==> config.mk <==
export PLATFORM = sky130hd
export DESIGN_NAME = bidir_io_port
export DESIGN_NICKNAME = d
export VERILOG_FILES = /design/src/inc/dio_pkg.sv /design/src/core/input_glitch_filter.sv /design/src/core/bidir_io_port.sv
export SDC_FILE = /design/constraint.sdc
export NUM_CORES = 1
export LEC_CHECK = 0
export ABC_AREA = 1
export BUFFER_PORTS_ARGS = -buffer_cell sky130_fd_sc_hd__clkbuf_2
export CAP_MARGIN = 20
export CORE_MARGIN = 2
export CORE_UTILIZATION = 50
export DETAILED_ROUTE_END_ITERATION = 10
export HOLD_SLACK_MARGIN = 0.03
export PLACE_DENSITY = 0.66
export SETUP_SLACK_MARGIN = 0.1
export SYNTH_ARGS = -nofsm -noshare
export SYNTH_HDL_FRONTEND = slang
export SYNTH_SLANG_ARGS = --single-unit
==> constraint.sdc <==
create_clock -name pclk -period 8.5 [get_ports pclk]
set_input_delay 1.7 -clock pclk [delete_from_list [all_inputs] [get_ports pclk]]
set_output_delay 1.7 -clock pclk [all_outputs]
set_load 0.02 [all_outputs]
==> src/inc/dio_pkg.sv <==
/*
 * Shared constants and types for the 48-channel bidirectional I/O port:
 * register offsets, control field layout, reset values and filter timing.
 * Assumes a single 10 MHz clock domain and an APB slave decoding a
 * 32-byte window whose base is chosen by the surrounding bus fabric.
 */
package dio_pkg;

	// channel layout: two banks of three 8-bit ports, third port split in nibbles
	localparam int CH_NUM = 48;
	localparam int GROUP_NUM = 8;
	localparam int BANK_W = 24;
	localparam int SYNC_STAGES = 2;

	// clock
	localparam int CLK_HZ = 10_000_000;

	// apb window (32 bytes, eight words)
	localparam int ADDR_W = 5;
	localparam logic [ADDR_W-1:0] OFS_DATA_LO = 5'h00;
	localparam logic [ADDR_W-1:0] OFS_DATA_HI = 5'h04;
	localparam logic [ADDR_W-1:0] OFS_CTRL = 5'h08;
	localparam logic [ADDR_W-1:0] OFS_EDGE = 5'h0C;
	localparam logic [ADDR_W-1:0] OFS_IRQ_EN = 5'h10;
	localparam logic [ADDR_W-1:0] OFS_IRQ_STAT = 5'h14;

	// control register fields
	localparam int CTRL_DIR_LSB = 0;
	localparam int CTRL_FILT_LSB = 8;
	localparam int FILT_SEL_W = 4;
	localparam int CTRL_BANK_BIT = 12;
	localparam int CTRL_W = 13;

	// reset values: all groups input, filter off, rising edge, interrupts off
	localparam logic [GROUP_NUM-1:0] DIR_RESET = 8'h00;
	localparam logic [FILT_SEL_W-1:0] FILT_RESET = 4'h0;
	localparam logic [CH_NUM-1:0] EDGE_RESET = 48'hFFFF_FFFF_FFFF;
	localparam logic [CH_NUM-1:0] IRQ_EN_RESET = 48'h0000_0000_0000;
	localparam logic [CH_NUM-1:0] OUT_RESET = 48'h0000_0000_0000;

	// filter: samples taken every 2**sel clocks, FILT_AGREE equal samples to accept
	localparam int PRESCALE_W = 16;
	localparam int FILT_AGREE = 3;

	// pin drive toward the pads
	typedef struct packed {
		logic [CH_NUM-1:0] level;
		logic [CH_NUM-1:0] oe;
	} pin_drive_type;

	// one decoded apb access
	typedef struct packed {
		logic wr;
		logic rd;
		logic [ADDR_W-1:0] addr;
		logic [31:0] wdata;
	} bus_access_type;

endpackage : dio_pkg

==> src/core/input_glitch_filter.sv <==
/*
 * Per-bit digital filter for the 48 input lines.
 * Assumes its input is already synchronised to pclk; a setting of zero
 * passes the lines straight through a single register.
 */
module input_glitch_filter
	import dio_pkg::*;
(
	input wire logic pclk,
	input wire logic presetn,
	input wire logic [CH_NUM-1:0] raw,
	input wire logic [FILT_SEL_W-1:0] sel,
	output logic [CH_NUM-1:0] clean
);

	logic [PRESCALE_W-1:0] div_q;
	logic tick;
	logic [FILT_AGREE-2:0][CH_NUM-1:0] hist_q;
	logic [CH_NUM-1:0] all_one;
	logic [CH_NUM-1:0] all_zero;

	// last count of the sample period for a given setting
	function automatic logic [PRESCALE_W-1:0] period_last(input logic [FILT_SEL_W-1:0] s);
		logic [PRESCALE_W:0] p;
		p = (PRESCALE_W+1)'(1) << s;
		return PRESCALE_W'(p - (PRESCALE_W+1)'(1));
	endfunction : period_last

	assign tick = (div_q == period_last(sel));

	// sample-rate divider; one-cycle enable rather than a derived clock
	always_ff @(posedge pclk or negedge presetn)
	begin
		if (!presetn)
			div_q <= '0;
		else if (tick || sel == FILT_RESET)
			div_q <= '0;
		else
			div_q <= div_q + PRESCALE_W'(1);
	end

	// sample history
	always_ff @(posedge pclk or negedge presetn)
	begin
		if (!presetn)
			hist_q <= '0;
		else if (tick)
			hist_q <= {hist_q[FILT_AGREE-3:0], raw};
	end

	always_comb
	begin
		all_one = raw;
		all_zero = ~raw;
		for (int i = 0; i < FILT_AGREE-1; i++)
		begin
			all_one = all_one & hist_q[i];
			all_zero = all_zero & ~hist_q[i];
		end
	end

	// a bit changes only when every sample agrees, so chatter shorter than the window is dropped
	always_ff @(posedge pclk or negedge presetn)
	begin
		if (!presetn)
			clean <= '0;
		else if (sel == FILT_RESET)
			clean <= raw;
		else if (tick)
			clean <= (clean | all_one) & ~all_zero; // RULE5
	end

endmodule : input_glitch_filter

==> src/core/bidir_io_port.sv <==
/*
 * 48-channel bidirectional digital I/O port with per-bit edge interrupts
 * and a programmable input filter, reached over APB in a 32-byte window.
 * Assumes pad_in arrives asynchronously and that the fabric decodes the
 * window base; pad drive levels and enables go to external tristate pads.
 */
// The APB interface to the registers and the register addresses were left to the implementer.

// Functional notes
// RULE1: direction set per group: eight-line groups and four-line groups, 48 lines total.
// RULE2: each input bit has its own interrupt enable and selectable edge.
// RULE3: all 48 enabled interrupt sources merge onto one interrupt output.
// RULE4: with rising edge selected, a low-to-high input transition raises the event.
// RULE5: every input can pass a software-programmed noise and chatter filter.
// RULE6: positive logic everywhere: one is high, zero is low.
// RULE7: all registers fit one 32-byte window.
// RULE8: detected edges set sticky pending flags; interrupt high while enabled flag pending.
module bidir_io_port
	import dio_pkg::*;
(
	input wire logic pclk,
	input wire logic presetn,
	input wire logic psel,
	input wire logic penable,
	input wire logic pwrite,
	input wire logic [ADDR_W-1:0] paddr,
	input wire logic [31:0] pwdata,
	output logic [31:0] prdata,
	output logic pready,
	output logic pslverr,
	input wire logic [CH_NUM-1:0] pad_in,
	output pin_drive_type pad_drive,
	output logic irq
);

	logic [CH_NUM-1:0] sync1_q;
	logic [CH_NUM-1:0] sync2_q;
	logic [CH_NUM-1:0] filt_in;
	logic [CH_NUM-1:0] prev_q;
	logic [CH_NUM-1:0] out_q;
	logic [GROUP_NUM-1:0] dir_q;
	logic [FILT_SEL_W-1:0] filt_sel_q;
	logic bank_q;
	logic [CH_NUM-1:0] edge_q;
	logic [CH_NUM-1:0] irq_en_q;
	logic [CH_NUM-1:0] irq_en_d;
	logic [CH_NUM-1:0] stat_q;
	logic [CH_NUM-1:0] stat_d;
	logic [CH_NUM-1:0] oe;
	logic [CH_NUM-1:0] event_hit;
	logic [CH_NUM-1:0] stat_clr;
	logic [CH_NUM-1:0] port_view;
	logic [31:0] prdata_q;
	bus_access_type acc;

	// expand the eight group direction bits to one enable per line
	function automatic logic [CH_NUM-1:0] expand_dir(input logic [GROUP_NUM-1:0] d);
		logic [CH_NUM-1:0] r;
		r = '0;
		for (int b = 0; b < 2; b++)
		begin
			for (int i = 0; i < 8; i++)
			begin
				r[b*BANK_W + i] = d[b*4 + 0];
				r[b*BANK_W + 8 + i] = d[b*4 + 1];
			end
			for (int i = 0; i < 4; i++)
			begin
				r[b*BANK_W + 16 + i] = d[b*4 + 2];
				r[b*BANK_W + 20 + i] = d[b*4 + 3];
			end
		end
		return r;
	endfunction : expand_dir

	// the banked per-bit registers: 32 low channels or the 16 high ones
	function automatic logic [31:0] bank_read(input logic [CH_NUM-1:0] v, input logic hi);
		return hi ? {16'h0000, v[CH_NUM-1:32]} : v[31:0];
	endfunction : bank_read

	function automatic logic [CH_NUM-1:0] bank_write(input logic [CH_NUM-1:0] old,
		input logic [31:0] w, input logic hi);
		return hi ? {w[15:0], old[31:0]} : {old[CH_NUM-1:32], w};
	endfunction : bank_write

	// apb: zero wait states, no error response; the two spare words have no register and read zero
	assign pready = 1'b1;
	assign pslverr = 1'b0;
	assign prdata = prdata_q;
	assign acc.wr = psel && penable && pwrite;
	assign acc.rd = psel && !penable && !pwrite;
	assign acc.addr = paddr; // RULE7
	assign acc.wdata = pwdata;

	// two-stage synchroniser on the pads
	always_ff @(posedge pclk or negedge presetn)
	begin
		if (!presetn)
		begin
			sync1_q <= '0;
			sync2_q <= '0;
		end
		else
		begin
			sync1_q <= pad_in;
			sync2_q <= sync1_q;
		end
	end

	input_glitch_filter u_filter (
		.pclk(pclk),
		.presetn(presetn),
		.raw(sync2_q),
		.sel(filt_sel_q),
		.clean(filt_in)
	);

	// pad drive: level straight from the latch, no inversion
	assign oe = expand_dir(dir_q); // RULE1
	assign pad_drive.level = out_q; // RULE6
	assign pad_drive.oe = oe;

	// output lines read back their latch, input lines their filtered level
	assign port_view = (out_q & oe) | (filt_in & ~oe); // RULE6

	// output latch, written in place of the data words
	always_ff @(posedge pclk or negedge presetn)
	begin
		if (!presetn)
			out_q <= OUT_RESET;
		else if (acc.wr && acc.addr == OFS_DATA_LO)
			out_q <= {out_q[CH_NUM-1:32], acc.wdata};
		else if (acc.wr && acc.addr == OFS_DATA_HI)
			out_q <= {acc.wdata[15:0], out_q[31:0]};
	end

	// control: group directions, filter setting, bank select
	always_ff @(posedge pclk or negedge presetn)
	begin
		if (!presetn)
		begin
			dir_q <= DIR_RESET;
			filt_sel_q <= FILT_RESET;
			bank_q <= 1'b0;
		end
		else if (acc.wr && acc.addr == OFS_CTRL)
		begin
			dir_q <= acc.wdata[CTRL_DIR_LSB +: GROUP_NUM]; // RULE1
			filt_sel_q <= acc.wdata[CTRL_FILT_LSB +: FILT_SEL_W]; // RULE5
			bank_q <= acc.wdata[CTRL_BANK_BIT];
		end
	end

	// per-bit edge choice: 1 rising, 0 falling
	always_ff @(posedge pclk or negedge presetn)
	begin
		if (!presetn)
			edge_q <= EDGE_RESET;
		else if (acc.wr && acc.addr == OFS_EDGE)
			edge_q <= bank_write(edge_q, acc.wdata, bank_q); // RULE2
	end

	// per-bit interrupt enable; next value also feeds irq so a mask write acts at once
	always_comb
	begin
		irq_en_d = irq_en_q;
		if (acc.wr && acc.addr == OFS_IRQ_EN)
			irq_en_d = bank_write(irq_en_q, acc.wdata, bank_q); // RULE2
	end

	always_ff @(posedge pclk or negedge presetn)
	begin
		if (!presetn)
			irq_en_q <= IRQ_EN_RESET;
		else
			irq_en_q <= irq_en_d;
	end

	// previous filtered level for edge detection
	always_ff @(posedge pclk or negedge presetn)
	begin
		if (!presetn)
			prev_q <= '0;
		else
			prev_q <= filt_in;
	end

	// edge events; lines driven as outputs raise nothing
	always_comb
	begin
		event_hit = ((filt_in & ~prev_q & edge_q) // RULE4
			| (~filt_in & prev_q & ~edge_q)) & ~oe; // RULE2
	end

	// write-one-to-clear on the status word of the selected bank
	always_comb
	begin
		stat_clr = '0;
		if (acc.wr && acc.addr == OFS_IRQ_STAT)
			stat_clr = bank_write('0, acc.wdata, bank_q);
	end

	// sticky pending flags; a new event in the clear cycle survives
	always_comb
	begin
		stat_d = (stat_q & ~stat_clr) | event_hit; // RULE8
	end

	always_ff @(posedge pclk or negedge presetn)
	begin
		if (!presetn)
			stat_q <= '0;
		else
			stat_q <= stat_d;
	end

	// one level interrupt for all 48 sources, held while an enabled flag stays pending
	always_ff @(posedge pclk or negedge presetn)
	begin
		if (!presetn)
			irq <= 1'b0;
		else
			irq <= |(stat_d & irq_en_d); // RULE3 RULE8
	end

	// read data captured in the setup cycle so it leaves a flop in the access cycle
	always_ff @(posedge pclk or negedge presetn)
	begin
		if (!presetn)
			prdata_q <= 32'h0000_0000;
		else if (acc.rd)
		begin
			if (acc.addr == OFS_DATA_LO)
				prdata_q <= port_view[31:0];
			else if (acc.addr == OFS_DATA_HI)
				prdata_q <= {16'h0000, port_view[CH_NUM-1:32]};
			else if (acc.addr == OFS_CTRL)
				prdata_q <= 32'({bank_q, filt_sel_q, dir_q});
			else if (acc.addr == OFS_EDGE)
				prdata_q <= bank_read(edge_q, bank_q);
			else if (acc.addr == OFS_IRQ_EN)
				prdata_q <= bank_read(irq_en_q, bank_q);
			else if (acc.addr == OFS_IRQ_STAT)
				prdata_q <= bank_read(stat_q, bank_q);
			else
				prdata_q <= 32'h0000_0000; // spare words read zero
		end
	end

endmodule : bidir_io_port

======== Yosys cells after proc, flatten, opt, wreduce, memory -nomap -nowiden ========
Cells that the tools add are included.
storage, ports and cells
  bits in registers ....................... 542
  input bits .............................. 90
  output and inout bits ................... 131
  word-level logic and storage cells ...... 93
operators by class
  add/sub/neg operators ................... 2
  equality and inequality tests ........... 6
  shift operators ......................... 1
  multiplexer cells ....................... 17
  bitwise logic cells ..................... 29
  reduce and logical (&&, ||, !) cells .... 20
operators by type and width
  kind                   number
  $and 48x48->48         14
  $not 48->48            9
  $mux 32                10
  $mux 48                6
  $or 48x48->48          4
  $reduce_or 48->1       1
  $add 16x1->16 const B  1
  $eq 16x16->1           1
  $mux 16                1
  $shl 1x4->16 const A   1
  $sub 16x1->16 const B  1
  $eq 5x4->1 const B     2
  $eq 5x5->1 const B     2
  $logic_and 1x1->1      10
  $reduce_and 2->1       3
  $eq 5x3->1 const B     1
  $logic_not 5->1        1
  $logic_not 4->1        1
  $logic_not 1->1        2
  $not 1->1              2
  $reduce_bool 2->1      1
  $logic_or 1x1->1       1

======== Logic depth before layout (Yosys ltp) ========
Gate-level depths: netlist of run 1.
  word-level depth ........................ 9
  depth in mapped cells ................... 18
  depth with buffers taken out ............ 14

======== Hierarchy ========
Synthesis of run 1 repeated with hierarchy kept, for this count alone.
unflattened totals
  cell total of the unflattened synthesis .. 3163
  area, all modules ....................... 25390.6 µm²
modules (own cells, without submodules)
  module               times used  cells each  area each (µm²)
  bidir_io_port        1           1921        16664.7
  input_glitch_filter  1           1242        8725.9

======== Least setup slack after synthesis of run 1 ========
Ideal clock, no wire load.
  path type ............................... input-to-reg
  from .................................... in paddr[1]
  to ...................................... reg irq
  setup time .............................. 125 ps
  arrival ................................. 3023 ps
  data required time ...................... 8375 ps
  path slack .............................. 5352 ps
  stages on the path ...................... 14
  cells stage by stage .................... nor2_1 nand2_1 nor2_4 nand2_2 buf_2 buf_2 nand2_1 o21ai_0 nand2_1 nand2_1 nor2_1 nand2_1 nor2_1 nand3_1
on the way
  elaborated cells on any way between the ends .. 11
  those cells by class .................... 2 x eq/ne; 2 x mux; 4 x bitwise; 3 x reduce/logical
RTL lines
  item                  RTL line              RTL
  from (decl)           bidir_io_port.sv:26   input wire logic [ADDR_W-1:0] paddr,
  $eq 5x5->1            bidir_io_port.sv:167  if (acc.wr && acc.addr == OFS_IRQ_EN)
  $logic_and 1x1->1     bidir_io_port.sv:167
  $mux 48               bidir_io_port.sv:167
  net irq_en_d[17]      bidir_io_port.sv:46   logic [CH_NUM-1:0] irq_en_d;
  $and 48x48->48        bidir_io_port.sv:223  irq <= |(stat_d & irq_en_d);
  $reduce_or 48->1      bidir_io_port.sv:223
  to (signal assigned)  bidir_io_port.sv:223
  to (decl)             bidir_io_port.sv:33   output logic irq
The timed path passes the listed nets, and every way through them passes these cells.
A chain may end at the register's enable or synchronous reset.

======== Final worst setup path of run 1 ========
  from .................................... in paddr[4]
  to ...................................... reg irq
The elaborated chain is that of the path after synthesis.

==> results of run 1 <==
layer usage:
| metal | track usage [%] | vias up |
|---|---|---|
| li1 | - | 9696 |
| met1 | 44.7 | 10100 |
| met2 | 44.2 | 846 |
| met3 | 5.83 | 151 |
| met4 | 11.8 | 0 |
| met5 | 0 | - |
cells in the mapped netlist, types with 30 or more instances:
| cell | instances | area share [%] |
|---|---|---|
| dfstp_2 | 48 | 5.1 |
| nand3b_1 | 44 | 1.3 |
| o31ai_1 | 48 | 1.4 |
| nand4_1 | 53 | 1.3 |
| clkbuf_1 | 87 | 1.3 |
| nand2_1 | 796 | 12 |
| o211ai_1 | 30 | 0.90 |
| nor2_1 | 111 | 1.7 |
| buf_4 | 47 | 1.4 |
| o21a_1 | 97 | 2.9 |
| dfrtp_1 | 494 | 50 |
| buf_2 | 37 | 0.74 |
| o21ai_0 | 272 | 5.5 |
| nand3_1 | 92 | 1.8 |
| inv_1 | 287 | 4.3 |
| a21oi_1 | 137 | 2.8 |
| o311ai_0 | 48 | 1.7 |
metrics by stage:
step	worst slack, ps	power [W]	utilization, %	instance area [µm²]
after floorplan	5350	0.00484	-	24900
after global placement	3370	0.00547	53.2	26100
after detailed placement	3250	0.00557	53.4	26200
after CTS	3890	0.00810	57.3	28100
after global routing	3800	0.00854	57.3	28100
final	4000	0.00809	57.3	28100
cells by family (layout without fill, tap and decap cells):
kind of cell / after synthesis / after routing / share of synthesized area, %
AO/OA/AOI/OAI: 694 / 694 / 17.0
XOR/XNOR: 22 / 22 / 0.774
adder cells (fa/ha/maj): 2 / 2 / 0.101
buffers and inverters: 486 / 642 / 8.25
flip-flops: 542 / 542 / 54.7
multiplexers: 8 / 8 / 0.322
other: 2 / 3 / 0.0302
AND/OR/NAND/NOR: 1117 / 1117 / 18.7
layout make-up:
type	instances	area share (%)
diodes	1	0.00890
clock buffers	82	5.76
clock inverters	26	1.02
inverters	293	3.91
multi-input cells	1845	33.0
flip-flops and latches	542	48.5
well taps	664	2.96
repair buffers	241	4.90
worst max-delay path, delay by kind of cell:
kind,cells,cell delay [ps]
AND/OR/NAND/NOR,9,1940
AO/OA/AOI/OAI,1,110
buffers and inverters,4,1180
state kept, by name, summed over array words and instances (netlist names):
| register | flops |
|---|---|
| u_filter.hist_q | 96 |
| prev_q | 48 |
| edge_q | 48 |
| u_filter.div_q | 16 |
| filt_sel_q | 4 |
| out_q | 48 |
| irq | 1 |
| sync1_q | 48 |
| bank_q | 1 |
| sync2_q | 48 |
| dir_q | 8 |
| stat_q | 48 |
| u_filter.clean | 48 |
| prdata | 32 |
| irq_en_q | 48 |
where the power goes:
group          internal (W)  switching [W]  total, W
clock               0.00146        0.00108   0.00253
combinational      0.000686        0.00128   0.00197
sequential          0.00314       0.000455   0.00359
worst min path at each step:
stage                                startpoint                     to  slack (ps)  cells after the start
after floorplan            sync1_q[0]$_DFF_PN0_   sync2_q[0]$_DFF_PN0_         330                      0
after global placement    sync1_q[27]$_DFF_PN0_  sync2_q[27]$_DFF_PN0_         330                      0
after detailed placement  sync1_q[21]$_DFF_PN0_  sync2_q[21]$_DFF_PN0_         330                      0
after CTS                 sync1_q[43]$_DFF_PN0_  sync2_q[43]$_DFF_PN0_         350                      0
after global routing      sync1_q[34]$_DFF_PN0_  sync2_q[34]$_DFF_PN0_         350                      0
final                     sync1_q[43]$_DFF_PN0_  sync2_q[43]$_DFF_PN0_         350                      0
==> flow_summary.ini, run 1 <==
[layout]
layout.nets = 3072
final_cell_mix = 794 x nand2_1, 493 x dfrtp_1, 287 x inv_1
fillers = 4436
stdcell_count = 3694
area_growth_pct = 12.9
drive_above_1_share_pct = 13.4
multi_input_area_um2 = 9260
layout_commonest_cell = nand2_1
ff_latch_area_um2 = 13600

[setup_path]
reg2reg_depth = 13
endpoint = irq$_DFF_PN0_
critical_path.cell_chain = clkbuf_2 > buf_4 > inv_1 > nor2_4 > nand2_2 > buf_12 > nand2_1 > o21ai_0 > nand2_1 > nand2_1 > nor2_1 > nand2_1 > nor2_1 > nand3_1
crit_arrival_ps = 4990
reg2reg_from = filt_sel_q[3]$_DFFE_PN0P_
endpoint_kind = flip-flop
worst_r2r_endpoint = u_filter.clean[36]$_DFFE_PN0P_
cp_slowest_stage_delay_ps = 670
cp_common_cell = nand2_1
slowest_stage = nor2_4
reg2reg_slack_ps = 4330
path_max_fanout = 50
crit_start = paddr[4]
worstSetupPathType = primary input to flip-flop
cp.required_ps = 8990
start_kind = primary input

[sta]
finalHoldViolations = 0
finClkSkew_ps = 25.5
rsz0062_at_grt = false
period_minus_slack_ps = 4500
setup_viol = 0
setup_tns_ps = 0
slew_headroom_pct = 34.6
finalMaxSlewViolations = 0
hold_ws_ps = 347
max_freq_mhz = 222
worst_pin_slew_ps = 980
min_period_over_period_pct = 53.0

[die]
dieArea_um2 = 51600
start_util_pct = 50.7
core_area_um2 = 49100
fp.dieH_um = 227
die_x_um = 227
pin_count = 221
placementRows = 81

[placed_design]
place.gp.congestion = 0.944
portBuffers = 218
dp_hpwl_um = 53300
dp_cells = 3584

[routing]
drt-met1-wl_um = 35000
route.met3.wl_um = 6350
num_vias = 20800
wl_met2_um = 32700
ant_nets = 0
vias_per_cell = 5.64
wl_per_cell_um = 20.9
wirelength_um = 77100
first_iter_violations = 2000
dr.pass1.iters = 6
drcViolationCount = 0
maxUsedRoutingLayer = met4

[clock_network]
hold_buffers = 0
worst_setup_hold_path_clk_slew_ps = 60
htreeDepth = 2
cts_setup_buffers = 0
cts.sinks = 542
clk_root_buffer_cell = clkbuf_16
cts_tree = yes
cts_resized = 0
numCtsBuffers = 57
clk_latency_ps = 630
clockBufferDepth = 3

[flow_run]
cap_violations = 0

[synthesis]
syn_nets = 2965
syn_area_per_cell_um2 = 8.66
syn_area_um2 = 24900
synthArstFlopShare_pct = 100
seq_area_frac_synth_pct = 54.7
synth_cell_types = 38
synth_flop_cell = dfrtp_1
syn_inst = 2873
ys_ff_latch = 542
synth_warnings = 0
synth-edff-count = 0

[pwr]
p_leak_nw = 13.7
p_per_area_nw_per_um2 = 288
irDropWorstVdd_mv = 0.202

[outcome]
status = completed

[worst_hold_path]
min_path_type = flip-flop to flip-flop

[global_routing]
overflow = 0
grt_max_degree = 168
antenna_found_initial = 0
grtUsageTotal_pct = 30.3
grt_pass1_vias = 19700
grt_pass1_wl_um = 118000
(Power assumes the default switching activity.)
==> run 2, diff against run 1 <==
==> constraint.sdc (replaced) <==
create_clock -name pclk -period 4.2 [get_ports pclk]
set_input_delay 0.84 -clock pclk [delete_from_list [all_inputs] [get_ports pclk]]
set_output_delay 0.84 -clock pclk [all_outputs]
set_load 0.02 [all_outputs]
==> run 2 against run 1 <==
  * Register-to-register slack got worse by 3400 ps
  * Sequential power rose by 100%
  * Die area did not move
  * Global-route usage rose by 0.42 points
  * Final cell count rose by 0.54%
  * Wire length rose by 1.1%
  * Critical path type is now flip-flop to flip-flop
  * Critical endpoint is now u_filter.hist_q[91]$_DFFE_PN0N_
  * Largest cell class unchanged
==> flow_summary.ini, run 2 (synthesis results as in run 1) <==
[outcome]
status = completed

[layout]
largest-register = u_filter.hist_q
layout_commonest_cell = nand2_1
post-route-util_pct = 57.8
fillers = 4489
layout.nets = 3092
area_growth_pct = 13.9
final_cell_mix = 794 x nand2_1, 493 x dfrtp_1, 287 x inv_1
multi_input_area_um2 = 9260
ff_latch_area_um2 = 13600
fin_area_um2 = 28400
drive_above_1_share_pct = 13.9
largest_reg_flops = 96

[sta]
finalMaxSlewViolations = 0
finalHoldViolations = 0
slew_headroom_pct = 36.0
setup_tns_ps = 0
worst_pin_slew_ps = 961
rsz0062_at_grt = false
max_freq_mhz = 310
finalWorstSetupSlack_ps = 969
setup_viol = 0
finClkSkew_ps = 27.8
period_minus_slack_ps = 3230
min_period_over_period_pct = 76.9

[clock_network]
clk_root_buffer_cell = clkbuf_16
worst_setup_hold_path_clk_slew_ps = 60
cts_setup_buffers = 0
htreeDepth = 2
hold_buffers = 0
numCtsBuffers = 57
cts_tree = yes
cts_resized = 0
cts.sinks = 542
clockBufferDepth = 3
clk_latency_ps = 650

[pwr]
p_per_area_nw_per_um2 = 585
p_leak_nw = 13.8
irDropWorstVdd_mv = 0.379

[routing]
vias_per_cell = 5.64
dr.pass1.iters = 9
wl_per_cell_um = 21.0
drcViolationCount = 0
ant_nets = 0
first_iter_violations = 2388
wirelength_um = 78000
num_vias = 21000

[setup_path]
worstSetupPathType = flip-flop to flip-flop
endpoint_kind = flip-flop
slowest_stage = buf_4
crit_arrival_ps = 3750
critical_path.top_delay_family = simple AND/OR/NAND/NOR gates
reg2reg_depth = 14
reg2reg_slack_ps = 970
cp_slowest_stage_delay_ps = 680
crit_buf_inv = 1
cp.required_ps = 4720
worst_r2r_endpoint = u_filter.hist_q[91]$_DFFE_PN0N_
start_kind = flip-flop
path_max_fanout = 88
critical_path.cell_chain = nor2_4 > nand3_1 > ha_1 > or2_2 > o211ai_1 > nor2_1 > nand2_1 > nor2_1 > nand2_1 > nor2_1 > nand2_8 > buf_4 > nand2_1 > o21a_1
crit_start = filt_sel_q[3]$_DFFE_PN0P_
reg2reg_from = filt_sel_q[3]$_DFFE_PN0P_
worst-path-stages = 14

[global_routing]
grt_max_degree = 133
overflow = 0
grt_pass1_vias = 20200
grt_pass1_wl_um = 119000
grtUsageTotal_pct = 30.7
antenna_found_initial = 1

[worst_hold_path]
min_path_type = primary input to flip-flop
hold_start = pad_in[11]
min_to = sync1_q[11]$_DFF_PN0_
holdPathStages = 1

[die]
dieArea_um2 = 51600
placementRows = 81
core_area_um2 = 49100
pin_count = 221
start_util_pct = 50.7
fp.dieH_um = 227
die_x_um = 227

[placed_design]
portBuffers = 218
place.gp.congestion = 0.981
placed_area_um2 = 26400
pre_cts_slack_ps = 728
dp_hpwl_um = 54100

[flow_run]
cap_violations = 0
run 2: cell count changes in the layout (fill, tap and decap cells not counted), moves of 2 or more:
cell / change
buf_12: +6
buf_4: +15
clkbuf_1: +2
clkbuf_8: +3
clkinv_16: +2
clkinv_2: +2
clkinv_4: -4
clkinv_8: -2
clkinvlp_4: -3
run 2: metrics by stage:
step / instances / total power, W / hold WS, ps
after floorplan: 2873 / 0.00980 / 331
after global placement: 3604 / 0.0112 / 332
after detailed placement: 3605 / 0.0114 / 335
after CTS: 3713 / 0.0166 / 260
after global routing: 3714 / 0.0175 / 268
final: 3714 / 0.0166 / 297
run 2: worst register-to-register path: stages (launching register included):
cell	delay, ps
dfrtp_1	550
nor2_4	280
nand3_1	110
ha_1	320
or2_2	290
o211ai_1	80
nor2_1	60
nand2_1	50
nor2_1	30
nand2_1	60
nor2_1	90
nand2_8	160
buf_4	690
nand2_1	190
o21a_1	150
run 2: area by class of cell:
| class | count | share of cell area [%] |
|---|---|---|
| diodes | 1 | 0.00882 |
| clock buffers | 87 | 5.88 |
| clock inverters | 21 | 1.02 |
| inverters | 293 | 3.88 |
| multi-input cells | 1845 | 32.7 |
| flip-flops and latches | 542 | 48.0 |
| well taps | 664 | 2.93 |
| repair buffers | 261 | 5.58 |
run 2: worst max path at each step:
stage | end | slack [ps]
5_1_grt | u_filter.clean[3]$_DFFE_PN0P_ | 680
6_report | u_filter.hist_q[91]$_DFFE_PN0N_ | 970
3_5_place_dp | edge_q[21]$_DFFE_PN1P_ | 730
4_1_cts | u_filter.clean[43]$_DFFE_PN0P_ | 960
3_3_place_gp | edge_q[13]$_DFFE_PN1P_ | 810
2_1_floorplan | u_filter.hist_q[51]$_DFFE_PN0N_ | 1480
run 2: where the power goes:
part | switching (W) | internal, W
logic | 0.00266 | 0.00142
registers | 0.000935 | 0.00635
clock network | 0.00217 | 0.00306
run 2: metal layers:
layer,vias to the layer above,GRT usage (%),part of all wire (%)
met3,171,6.75,9.0
met5,-,0,0
met1,10100,44.8,44
met2,928,44.9,44
li1,9713,-,-
met4,0,11.9,3.9
